[config.mk]
export PLATFORM = sky130hd
export DESIGN_NAME = ivfr_top
export DESIGN_NICKNAME = d
export VERILOG_FILES = /design/src/design/ivfr_pkg.sv /design/src/design/ivfr_tmr_if.sv /design/src/design/ivfr_sync3.sv /design/src/design/ivfr_unit_timer.sv /design/src/design/ivfr_top.sv
export VERILOG_INCLUDE_DIRS = /design/src /design/src/design
export SDC_FILE = /design/constraint.sdc
export NUM_CORES = 1
export LEC_CHECK = 0
export BUFFER_PORTS_ARGS = -buffer_cell sky130_fd_sc_hd__buf_2
export CAP_MARGIN = 20
export CORE_MARGIN = 4
export CORE_UTILIZATION = 57
export DETAILED_ROUTE_END_ITERATION = 16
export PLACE_DENSITY = 0.76
export SETUP_SLACK_MARGIN = 0.15
export SLEW_MARGIN = 10
export SYNTH_ARGS = -nofsm -noshare
export SYNTH_HDL_FRONTEND = slang
export SYNTH_HIERARCHICAL = 1
export SYNTH_SLANG_ARGS = --single-unit
export TNS_END_PERCENT = 20
[constraint.sdc]
create_clock -name clk -period 7.7 [get_ports clk]
set_input_delay 0.77 -clock clk [delete_from_list [all_inputs] [get_ports clk]]
set_output_delay 0.77 -clock clk [all_outputs]
set_load 0.05 [all_outputs]
[src/design/ivfr_defs.svh]
// Offsets, field positions and reset values of the input voltage fault response block.
`ifndef IVFR_DEFS_SVH
`define IVFR_DEFS_SVH

`define IVFR_CMD_HIGH_WARN     8'h57
`define IVFR_CMD_LOW_WARN      8'h58
`define IVFR_CMD_LOW_TRIP      8'h59
`define IVFR_CMD_LOW_ACTION    8'h5A

`define IVFR_RESP_MSB          7
`define IVFR_RESP_LSB          6
`define IVFR_RETRY_MSB         5
`define IVFR_RETRY_LSB         3
`define IVFR_DELAY_MSB         2
`define IVFR_DELAY_LSB         0

`define IVFR_RETRY_NONE        3'h0
`define IVFR_RETRY_FOREVER     3'h7

`define IVFR_HIGH_WARN_RST     16'h0000
`define IVFR_LOW_WARN_RST      16'h0000
`define IVFR_LOW_TRIP_RST      16'h0000
`define IVFR_LOW_ACTION_RST    8'h00

`endif

[src/design/ivfr_pkg.sv]
// Types and the linear-format helper shared by the input voltage fault response block.
package ivfr_pkg;

  typedef enum logic [1:0] {
    IVFR_RESP_IGNORE   = 2'b00,
    IVFR_RESP_DELAY    = 2'b01,
    IVFR_RESP_DISABLE  = 2'b10,
    IVFR_RESP_RESUME   = 2'b11
  } ivfr_resp_e;

  typedef enum logic [2:0] {
    IVFR_ST_OFF     = 3'b000,
    IVFR_ST_RUN     = 3'b001,
    IVFR_ST_GRACE   = 3'b010,
    IVFR_ST_BACKOFF = 3'b011,
    IVFR_ST_HOLD    = 3'b100,
    IVFR_ST_LATCHED = 3'b101
  } ivfr_state_e;

  typedef logic [47:0] ivfr_fix_t;

  // Linear value (5-bit signed exponent, 11-bit signed mantissa) to fixed point with
  // 16 fraction bits; negative values clamp to zero since input voltage cannot be below it.
  function automatic ivfr_fix_t ivfr_lin_to_fix(input logic [15:0] lin);
    logic [4:0]  shift;
    ivfr_fix_t   mant;
    shift = lin[15:11] + 5'h10;
    mant  = {37'h0, lin[10:0]};
    if (lin[10]) begin
      return 48'h0;
    end
    return mant << shift;
  endfunction

endpackage

[src/design/ivfr_tmr_if.sv]
// Start and done signals between the fault sequencer and its delay timer.
`timescale 1ns/10ps
interface ivfr_tmr_if;
  logic       start;
  logic [2:0] exp_sel;
  logic       done;

  modport ctrl (output start, output exp_sel, input done);
  modport tmr  (input start, input exp_sel, output done);
endinterface // ivfr_tmr_if

[src/design/ivfr_sync3.sv]
// Three-stage synchroniser that accepts a change once the last two stages agree.
`timescale 1ns/10ps
module ivfr_sync3 (
  input  wire logic clk,
  input  wire logic rst,
  input  wire logic din,
  output logic      dout
);
  logic s1;
  logic s2;
  logic s3;
  logic next_dout;

  // The output only follows when stages two and three match, filtering a single glitch.
  always_comb begin
    next_dout = (s2 == s3) ? s3 : dout;
  end

  always_ff @(posedge clk or posedge rst) begin
    if (rst) begin
      s1   <= 1'b0;
      s2   <= 1'b0;
      s3   <= 1'b0;
      dout <= 1'b0;
    end else begin
      s1   <= din;
      s2   <= s1;
      s3   <= s2;
      dout <= next_dout;
    end
  end
endmodule // ivfr_sync3

[src/design/ivfr_unit_timer.sv]
// Delay timer counting two to the power of the delay field in units of a given length.
`timescale 1ns/10ps
module ivfr_unit_timer (
  input  wire logic   clk,
  input  wire logic   rst,
  input  wire logic [15:0] unit_cycles,
  ivfr_tmr_if.tmr     tif
);
  logic        busy;
  logic [15:0] cyc;
  logic [8:0]  units_left;
  logic        next_busy;
  logic [15:0] next_cyc;
  logic [8:0]  next_units_left;
  logic        next_done;
  logic [15:0] unit_len;

  // A zero unit length would never tick, so it is treated as one cycle.
  assign unit_len = (unit_cycles == 16'h0000) ? 16'h0001 : unit_cycles;

  // Units are 1 shl field, so field 0 gives 1 unit and field 7 gives 128 units.
  always_comb begin
    next_busy       = busy;
    next_cyc        = cyc;
    next_units_left = units_left;
    next_done       = 1'b0;
    if (tif.start) begin
      next_busy       = 1'b1;
      next_cyc        = 16'h0001;
      next_units_left = 9'(9'h001 << tif.exp_sel);
    end else if (busy) begin
      if (cyc >= unit_len) begin
        next_cyc = 16'h0001;
        if (units_left == 9'h001) begin
          next_busy = 1'b0;
          next_done = 1'b1;
        end else begin
          next_units_left = units_left - 9'h001;
        end
      end else begin
        next_cyc = cyc + 16'h0001;
      end
    end
  end

  always_ff @(posedge clk or posedge rst) begin
    if (rst) begin
      busy       <= 1'b0;
      cyc        <= 16'h0000;
      units_left <= 9'h000;
      tif.done   <= 1'b0;
    end else begin
      busy       <= next_busy;
      cyc        <= next_cyc;
      units_left <= next_units_left;
      tif.done   <= next_done;
    end
  end
endmodule // ivfr_unit_timer

[src/design/ivfr_top.sv]
// Input voltage monitor with programmable limits and the under-voltage fault response.
//
// What this block does
// - Holds a 16-bit linear high-input warning threshold at command 0x57.
// - Threshold at 0x58 is both the low-input warning and hybrid regulation level.
// - Hybrid regulation acts only when enabled by vendor options; otherwise warning only.
// - Holds a 16-bit linear low-input trip threshold at command 0x59.
// - Response 00 keeps the output running through the fault.
// - Response 01 runs for the delay, then follows the retry field if fault remains.
// - Response 10 disables the output at once, then follows the retry field.
// - Response 11 holds the output off while the fault lasts, then re-enables it.
// - Retry field 000 makes no restart; output stays off until faults are cleared.
// - Retry fields 1 to 6 try that many restarts, then latch off until cleared.
// - Restart attempts start one delay apart, delay being two to the field times unit length.
// - Retry field 111 retries forever until commanded off, bias lost or other fault.
// - Delay field value n means two to the n time units, 1 to 128.
// - One delay count sets both the running grace time and restart spacing.
// - Time unit length comes from the vendor timing-unit register, not this byte.
`timescale 1ns/10ps
`include "ivfr_defs.svh"
module ivfr_top (
  input  wire logic        clk,
  input  wire logic        rst,
  input  wire logic        cmd_valid,
  input  wire logic        cmd_write,
  input  wire logic [7:0]  cmd_code,
  input  wire logic [15:0] cmd_wdata,
  output logic [15:0]      cmd_rdata,
  output logic             cmd_ack,
  output logic             cmd_unsupported,
  input  wire logic [15:0] vin_meas,
  input  wire logic [15:0] delay_unit_cycles,
  input  wire logic        hybrid_ratio_regulation_en,
  input  wire logic        control_pin,
  input  wire logic        operation_on,
  input  wire logic        bias_ok,
  input  wire logic        other_fault_shutdown,
  input  wire logic        clear_faults,
  output logic             output_enable,
  output logic             input_high_warn,
  output logic             input_low_warn,
  output logic             input_low_trip,
  output logic             hybrid_ratio_regulation,
  output logic             trip_latched,
  output ivfr_pkg::ivfr_state_e resp_state
);
  import ivfr_pkg::*;

  // Command registers.
  logic [15:0] input_high_warn_threshold;
  logic [15:0] input_low_warn_threshold;
  logic [15:0] input_low_trip_threshold;
  logic [7:0]  input_low_trip_action;
  logic [15:0] next_high_warn;
  logic [15:0] next_low_warn;
  logic [15:0] next_low_trip;
  logic [7:0]  next_action;
  logic [15:0] next_rdata;
  logic        next_ack;
  logic        next_unsup;

  // Monitor results.
  logic        next_high_flag;
  logic        next_low_flag;
  logic        next_trip_flag;
  logic        next_hybrid;
  ivfr_fix_t   vin_fix;

  // Response sequencer.
  ivfr_state_e state;
  ivfr_state_e next_state;
  logic [2:0]  tries;
  logic [2:0]  next_tries;
  logic        next_out_en;
  logic        control_sync;
  logic        run_cmd;
  ivfr_resp_e  resp;
  logic [2:0]  retry_set;

  ivfr_tmr_if tmr_if ();

  // The control pin comes from outside the clock domain.
  ivfr_sync3 u_ctrl_sync (
    .clk  (clk),
    .rst  (rst),
    .din  (control_pin),
    .dout (control_sync)
  );

  // The unit length arrives from the vendor timing-unit register outside this block.
  ivfr_unit_timer u_timer (
    .clk         (clk),
    .rst         (rst),
    .unit_cycles (delay_unit_cycles),
    .tif         (tmr_if.tmr)
  );

  // Command port: a write stores, a read returns the value; byte registers read zero above.
  always_comb begin
    next_high_warn = input_high_warn_threshold;
    next_low_warn  = input_low_warn_threshold;
    next_low_trip  = input_low_trip_threshold;
    next_action    = input_low_trip_action;
    next_rdata     = cmd_rdata;
    next_ack       = 1'b0;
    next_unsup     = 1'b0;
    if (cmd_valid) begin
      next_ack = 1'b1;
      if (cmd_code == `IVFR_CMD_HIGH_WARN) begin
        next_rdata = input_high_warn_threshold;
        if (cmd_write) begin
          next_high_warn = cmd_wdata;
        end
      end else if (cmd_code == `IVFR_CMD_LOW_WARN) begin
        next_rdata = input_low_warn_threshold;
        if (cmd_write) begin
          next_low_warn = cmd_wdata;
        end
      end else if (cmd_code == `IVFR_CMD_LOW_TRIP) begin
        next_rdata = input_low_trip_threshold;
        if (cmd_write) begin
          next_low_trip = cmd_wdata;
        end
      end else if (cmd_code == `IVFR_CMD_LOW_ACTION) begin
        next_rdata = {8'h00, input_low_trip_action};
        if (cmd_write) begin
          next_action = cmd_wdata[7:0];
        end
      end else begin
        next_ack   = 1'b0;
        next_unsup = 1'b1;
        next_rdata = 16'h0000;
      end
    end
  end

  always_ff @(posedge clk or posedge rst) begin
    if (rst) begin
      input_high_warn_threshold <= `IVFR_HIGH_WARN_RST;
      input_low_warn_threshold  <= `IVFR_LOW_WARN_RST;
      input_low_trip_threshold  <= `IVFR_LOW_TRIP_RST;
      input_low_trip_action     <= `IVFR_LOW_ACTION_RST;
      cmd_rdata                 <= 16'h0000;
      cmd_ack                   <= 1'b0;
      cmd_unsupported           <= 1'b0;
    end else begin
      input_high_warn_threshold <= next_high_warn;
      input_low_warn_threshold  <= next_low_warn;
      input_low_trip_threshold  <= next_low_trip;
      input_low_trip_action     <= next_action;
      cmd_rdata                 <= next_rdata;
      cmd_ack                   <= next_ack;
      cmd_unsupported           <= next_unsup;
    end
  end

  // Compare in fixed point, so thresholds and samples may use different exponents.
  assign vin_fix = ivfr_lin_to_fix(vin_meas);

  always_comb begin
    next_high_flag = vin_fix > ivfr_lin_to_fix(input_high_warn_threshold);
    next_low_flag  = vin_fix < ivfr_lin_to_fix(input_low_warn_threshold);
    next_trip_flag = vin_fix < ivfr_lin_to_fix(input_low_trip_threshold);
    next_hybrid    = hybrid_ratio_regulation_en && next_low_flag;
  end

  // Flags are registered so the sequencer sees one stable sample per cycle.
  always_ff @(posedge clk or posedge rst) begin
    if (rst) begin
      input_high_warn         <= 1'b0;
      input_low_warn          <= 1'b0;
      input_low_trip          <= 1'b0;
      hybrid_ratio_regulation <= 1'b0;
    end else begin
      input_high_warn         <= next_high_flag;
      input_low_warn          <= next_low_flag;
      input_low_trip          <= next_trip_flag;
      hybrid_ratio_regulation <= next_hybrid;
    end
  end

  // The output may run only while every on-condition holds; any of them drops it, the control pin only after its synchroniser.
  assign run_cmd   = control_sync && operation_on && bias_ok && !other_fault_shutdown;
  assign resp      = ivfr_resp_e'(input_low_trip_action[`IVFR_RESP_MSB:`IVFR_RESP_LSB]);
  assign retry_set = input_low_trip_action[`IVFR_RETRY_MSB:`IVFR_RETRY_LSB];
  assign tmr_if.exp_sel = input_low_trip_action[`IVFR_DELAY_MSB:`IVFR_DELAY_LSB];

  // Fault response sequencer. Each restart attempt starts one delay after the last,
  // and an attempt fails when the trip is still present at its start.
  always_comb begin
    next_state   = state;
    next_tries   = tries;
    tmr_if.start = 1'b0;
    case (state)
      IVFR_ST_OFF: begin
        next_tries = 3'h0;
        if (run_cmd) begin
          next_state = IVFR_ST_RUN;
        end
      end
      IVFR_ST_RUN: begin
        if (input_low_trip) begin
          case (resp)
            IVFR_RESP_IGNORE: begin
              next_state = IVFR_ST_RUN;
            end
            IVFR_RESP_DELAY: begin
              next_state   = IVFR_ST_GRACE;
              tmr_if.start = 1'b1;
            end
            IVFR_RESP_DISABLE: begin
              if (retry_set == `IVFR_RETRY_NONE) begin
                next_state = IVFR_ST_LATCHED;
              end else begin
                next_state   = IVFR_ST_BACKOFF;
                tmr_if.start = 1'b1;
              end
            end
            default: begin
              next_state = IVFR_ST_HOLD;
            end
          endcase
        end
      end
      IVFR_ST_GRACE: begin
        if (tmr_if.done) begin
          if (!input_low_trip) begin
            next_state = IVFR_ST_RUN;
          end else if (retry_set == `IVFR_RETRY_NONE) begin
            next_state = IVFR_ST_LATCHED;
          end else begin
            next_state   = IVFR_ST_BACKOFF;
            tmr_if.start = 1'b1;
          end
        end
      end
      IVFR_ST_BACKOFF: begin
        if (tmr_if.done) begin
          if (!input_low_trip) begin
            next_state = IVFR_ST_RUN;
            next_tries = 3'h0;
          end else if (retry_set == `IVFR_RETRY_FOREVER) begin
            tmr_if.start = 1'b1;
          end else if (tries + 3'h1 >= retry_set) begin
            next_state = IVFR_ST_LATCHED;
          end else begin
            next_tries   = tries + 3'h1;
            tmr_if.start = 1'b1;
          end
        end
      end
      IVFR_ST_HOLD: begin
        if (!input_low_trip) begin
          next_state = IVFR_ST_RUN;
        end
      end
      IVFR_ST_LATCHED: begin
        if (clear_faults) begin
          next_state = IVFR_ST_OFF;
        end
      end
      default: begin
        next_state = IVFR_ST_OFF;
      end
    endcase
    if (!run_cmd) begin
      next_state = IVFR_ST_OFF;
    end
  end

  // Output is driven in running states, including the grace period of the delayed response.
  always_comb begin
    next_out_en = (next_state == IVFR_ST_RUN) || (next_state == IVFR_ST_GRACE);
  end

  always_ff @(posedge clk or posedge rst) begin
    if (rst) begin
      state         <= IVFR_ST_OFF;
      tries         <= 3'h0;
      output_enable <= 1'b0;
    end else begin
      state         <= next_state;
      tries         <= next_tries;
      output_enable <= next_out_en;
    end
  end

  assign trip_latched = (state == IVFR_ST_LATCHED);
  assign resp_state   = state;

endmodule // ivfr_top

Word level (Yosys, flattened, before mapping)
Index checks and enable logic that the tools add are counted.
{ "totals": {"output_inout_bits": 27, "ff_bits": 116} }
{ "classes": {"shifts": 5, "n_eq_ne": 20, "order_cmp": 5, "bitwise": 3, "mux": 70, "addsub": 7, "n_reduce_logical": 19} }
{ "ops": {"columns": ["op", "count"], "rows": [
  ["$mux W48", 8],
  ["$shl A11 B5 Y48", 4],
  ["$mux W16", 7],
  ["$lt A48 B48 Y1", 2],
  ["$gt A48 B48 Y1", 1],
  ["$mux W3", 15],
  ["$mux W9", 4],
  ["$eq A8 B7 Y1 const B", 4],
  ["$mux W1", 30],
  ["$add A5 B5 Y5 const B", 4],
  ["$pmux W3 S6", 1],
  ["$add A16 B1 Y16 const B", 1],
  ["$ge A16 B16 Y1", 1],
  ["$logic_not A16 Y1", 1],
  ["$eq A3 B2 Y1 const B", 3],
  ["$eq A3 B3 Y1 const B", 3],
  ["$eq A9 B1 Y1 const B", 1],
  ["$pmux W3 S3", 1],
  ["$shl A1 B3 Y9 const A", 1],
  ["$sub A9 B1 Y9 const B", 1],
  ["$mux W8", 1],
  ["$reduce_and A4 Y1", 2],
  ["$eq A3 B1 Y1 const B", 2],
  ["$logic_not A3 Y1", 2],
  ["other kinds (20)", 29]
]} }

Longest topological paths before layout
{ "logic_depth": {"word_depth": 10, "ltp_mapped": 18} }

Hierarchy
Netlist, hierarchy kept.
{ "by_module_without_submodules": {"columns": ["module", "cells_each", "area_per_inst_um2", "seq_area_each_um2", "instances"], "rows": [
  ["ivfr_top", 1238, 10032.1, 2127.0, 1],
  ["ivfr_unit_timer", 239, 2050.7, 675.6, 1],
  ["ivfr_sync3", 6, 115.1, 100.1, 1]
]} }

Worst setup path after synthesis
No wires, ideal clock.
{ "synth_timing": {"kind": "in2reg", "start": "input port vin_meas[11]", "end": "register input_high_warn", "stages": 16, "path_buffers": 2, "arrival_ns": 3.778, "required_ns": 7.569, "slack_ns": 3.791, "cell_sequence": "clkbuf_1 -> buf_2 -> mux2_1 -> nor2_1 -> a21oi_1 -> a21oi_1 -> o22a_1 -> nor2_1 -> ha_1 -> a21oi_1 -> o21ai_1 -> or3_1 -> or2b_1 -> o211a_1 -> a2111oi_2 -> a21boi_1"} }
{ "synth_via": {"elab_chain_len": 4} }
{ "synth_lines": {"columns": ["item", "line", "source"], "rows": [
  ["start, declared", "ivfr_top.sv:31", "input wire logic [15:0] vin_meas,"],
  ["$add A5 B5 Y5", "ivfr_pkg.sv:27", "shift = lin[15:11] + 5'h10;"],
  ["$shl A11 B5 Y48", "ivfr_pkg.sv:32", "return mant << shift;"],
  ["$mux W48", "ivfr_pkg.sv:32", null],
  ["$gt A48 B48 Y1", "ivfr_top.sv:161", "next_high_flag = vin_fix > ivfr_lin_to_fix(input_high_warn_threshold);"],
  ["named net next_high_flag", "ivfr_top.sv:63", "logic next_high_flag;"],
  ["end signal, assigned", "ivfr_top.sv:175", "input_high_warn <= next_high_flag;"],
  ["end, declared", "ivfr_top.sv:40", "output logic input_high_warn,"]
]} }
The timed path passes the listed nets, and every way through them passes these cells.
A chain may end at the register's enable or synchronous reset.

Worst setup path in the final report
{ "layout_timing": {"start": "register input_low_warn_threshold[12]", "end": "register hybrid_ratio_regulation"} }
{ "layout_via": {"elab_chain_len": 5} }
{ "layout_lines": {"columns": ["item", "line", "source"], "rows": [
  ["start, declared", "ivfr_top.sv:51", "logic [15:0] input_low_warn_threshold;"],
  ["start signal, assigned", "ivfr_top.sv:140", "input_low_warn_threshold <= `IVFR_LOW_WARN_RST;"],
  ["start signal, assigned", "ivfr_top.sv:148", "input_low_warn_threshold <= next_low_warn;"],
  ["$add A5 B5 Y5", "ivfr_pkg.sv:27", null],
  ["$shl A11 B5 Y48", "ivfr_pkg.sv:32", null],
  ["$mux W48", "ivfr_pkg.sv:32", null],
  ["$lt A48 B48 Y1", "ivfr_top.sv:162", "next_low_flag = vin_fix < ivfr_lin_to_fix(input_low_warn_threshold);"],
  ["$logic_and A1 B1 Y1", "ivfr_top.sv:164", "next_hybrid = hybrid_ratio_regulation_en && next_low_flag;"],
  ["named net next_hybrid", "ivfr_top.sv:66", "logic next_hybrid;"],
  ["end signal, assigned", "ivfr_top.sv:178", "hybrid_ratio_regulation <= next_hybrid;"],
  ["end, declared", "ivfr_top.sv:43", "output logic hybrid_ratio_regulation,"]
]} }
The timed path passes the listed nets, and every way through them passes these cells.

==> summary.txt <==
Final Cycle Share -> 50.78%
Sequential share of the synthesized area -> 23.80%
Postcts setup bufs -> 0
Largest net degree at the start of global routing -> 60
Die width -> 154.3 um
Slew margin rel. -> 34.03%
Metal-1 WL -> 15610 um
CTS Buffer Depth -> 2
Crit-path max cell delay -> 930 ps
Max layer used -> met4
Yosys reg bits -> 116
Top cell type's share of synthesized area -> 23.80%
Layout cell share with drive strength beyond 1 -> 13.53%
Remaining DRCs -> 0
Boundary Pins -> 93
Max-cap violations -> 0
TritonCTS Buffers -> 17
Setup TNS -> 0 ps
Crit start category -> flip-flop
WL met2 -> 17270 um
Yosys top cell by area -> dfrtp_1
Row cnt -> 53
Fin area -> 13420 sq um
Min Hold Slack -> 247.8 ps
Max Clk Rate -> 0.2558 GHz
Initial Util -> 58.03%
Max H-tree Level -> 4
Post-synth EDFFs -> 0
Ant. Diodes -> 0
Number of I/O port buffers -> 92
Crit-path max FO -> 23
WL final -> 36650 um
WP data required -> 7990 ps
Total Routing Usage GR -> 30.25%
Vias -> 11530
Min Tclk post-route -> 3910 ps
Final Hold Fails -> 0
VDD IR-drop max -> 0.2181 mV
Met3 wire len -> 2446 um
Number of routed nets with antenna violations -> 0
Status -> finished clean
Vias per std cell -> 6.362
Slew @ Worst Pin -> 986.6 ps
Vias in the first global route -> 10660
Power per Cell Area -> 160.5 nW/um^2
Area delta synth->final -> 10.05%
Initial antenna violation count -> 1
Core footprint -> 21020 sq um
Synthesized area -> 12200 sq um
Cell chain of the critical path -> mux2i_1, a21oi_1, mux2_2, nand2_1, o21ai_1, nand2_1, ha_1, nand2_1, nor4_1, nand4_1, or3_1, o41ai_1, nor3_1
Setup CP Type -> reg -> reg
WL/cell -> 20.23 um
Slowest CP cell -> dfrtp_1
Final GP Congestion -> 0.9938
TritonRoute pass-1 iters -> 6
Die H -> 154.3 um
Final Core Density -> 63.86%
Hold Path Class -> in -> async
Final nets -> 1737
CTS tree -> done
Netlist cell types -> 88
Ys async rst share -> 100.0%
Worst skew pair latency -> 430 ps
First-pass GRT wire length -> 58020 um
Initial DRC Count -> 1103
Setup-violating endpoint count in the final report -> 0
Unrepaired setup endpoints after global routing -> no
Worst-path clk slew -> 60 ps
Ranking of synthesized cells by area -> dfrtp_1 24%, ha_1 15%, nand2_1 5.9%
Clock sinks -> 116
Primary FF master, synth -> dfrtp_1
Worst path arrival time -> 4200 ps
Syn Area/Cell -> 8.225 sq um
Root Buffer -> clkbuf_16
PostCTS Resize Cnt -> 0
Final Max Tran Viols -> 0
Cts hold-fix bufs -> 0
Post-DP HPWL -> 27930 um
Post-Syn Instances -> 1483
Static Leakage -> 0.006223 uW
Synth warnings -> 6
Cell Area, Placed -> 12750 sq um
Critical path's most frequent cell -> nand2_1
Die ar. -> 23800 sq um
Grt ovf -> 0
Critical Path End Type -> flip-flop
Max Clock Skew -> 18.09 ps
state kept, by name (all words and copies together), names as in the netlist, 3 cells and up:
register and cells:
resp_state 3, u_timer/cyc 16, tries 3, input_low_trip_threshold 16
u_timer/units_left 9, input_high_warn_threshold 16, input_low_warn_threshold 16, input_low_trip_action 8
cmd_rdata 16
critical path: cells and delay by family, from the launching register on:
kind / cells / cell delay (ps)
DFF: 1 / 930
adders and majority gates: 1 / 320
and+or+nand+nor: 7 / 1110
muxes: 2 / 480
AOI/OAI and AO/OA: 3 / 920
placed cells by master, fill, tap and decap left out, types with 9 or more instances in the layout:
cell type and count:
inv_1 41, nor2b_1 25, a21oi_1 102, o21ai_0 29
mux2_1 48, and2_1 12, nand3_1 65, nor2_1 127
mux2_2 46, o22ai_1 15, a21o_1 41, o211ai_1 12
ha_1 147, a211oi_1 9, nand2b_1 39, nand4_1 28
a22oi_1 13, and3_1 12, a31oi_1 10, dfrtp_1 116
mux2i_1 65, buf_2 92, o21ai_1 31, a222oi_1 9
nor3_1 26, nand2_1 191, clkbuf_16 17
kinds of logic after synthesis:
logic type	count (synthesis)	share of synthesized area [%]
flops	116	23.80
simple gates	593	23.83
fa+ha+maj	148	15.17
xor+xnor	10	0.7180
buf+inv	126	4.021
mux	165	15.06
other cells	2	0.06157
compound gates	323	17.35
stage by stage:
step / setup slack, ps / total power [uW] / std cells
2_1_floorplan: 3791 / 1138 / 1487
3_3_place_gp: 3572 / 1273 / 1778
3_5_place_dp: 3483 / 1285 / 1778
4_1_cts: 3858 / 2149 / 1810
5_1_grt: 3511 / 2260 / 1812
6_report: 3790 / 2154 / 1812
synth_stat cells (all sizes together), types with 6 or more instances:
cell	count
nand2	192
ha	147
nor2	129
dfrtp	116
a21oi	103
mux2	95
clkbuf	65
mux2i	65
nand3	65
o21ai	61
inv	44
a21o	41
nand2b	40
nand4	28
nor3	26
nor2b	25
buf	17
o22ai	15
and2	14
a22oi	13
o211ai	13
and3	12
or2	12
a31oi	10
nor4	10
a211oi	9
a222oi	9
nor3b	9
nand3b	6
o21a	6
worst paths after layout:
kind,start,end,slack (ps),depth (start not counted)
max reg2reg,input_low_warn_threshold[12],hybrid_ratio_regulation,3790,13
max in group asynchronous,rst,input_high_warn_threshold[14],6150,3
max,input_low_warn_threshold[12],hybrid_ratio_regulation,3790,13
min reg2reg,u_ctrl_sync/s1,u_ctrl_sync/s2,360,0
min,rst,u_ctrl_sync/s3,250,2
min in group clk,u_ctrl_sync/s1,u_ctrl_sync/s2,360,0
cell type report:
| class | instances | area (sq um) |
|---|---|---|
| well taps | 275 | 344.1 |
| inverters | 44 | 166.4 |
| flip-flops and latches | 116 | 2903 |
| clock buffers | 21 | 470.5 |
| repair buffers | 100 | 538.0 |
| multi-input cells | 1245 | 8830 |
| fillers | 1829 | 7597 |
| clock inverters | 11 | 172.7 |
routing by layer:
| metal | vias up | GRT usage (%) |
|---|---|---|
| met1 | 5464 | 41.61 |
| met3 | 83 | 3.973 |
| li1 | 5510 | - |
| met2 | 471 | 49.06 |
| met4 | 0 | 10.77 |
| met5 | - | 0 |
report_power, final:
group | switching [uW] | internal, uW | leakage [uW]
Combinational | 328 | 223 | 0.00440
Sequential | 76.7 | 661 | 0.00151
Clock | 297 | 569 | 0.000314
Power figures use the tool's default switching activity.
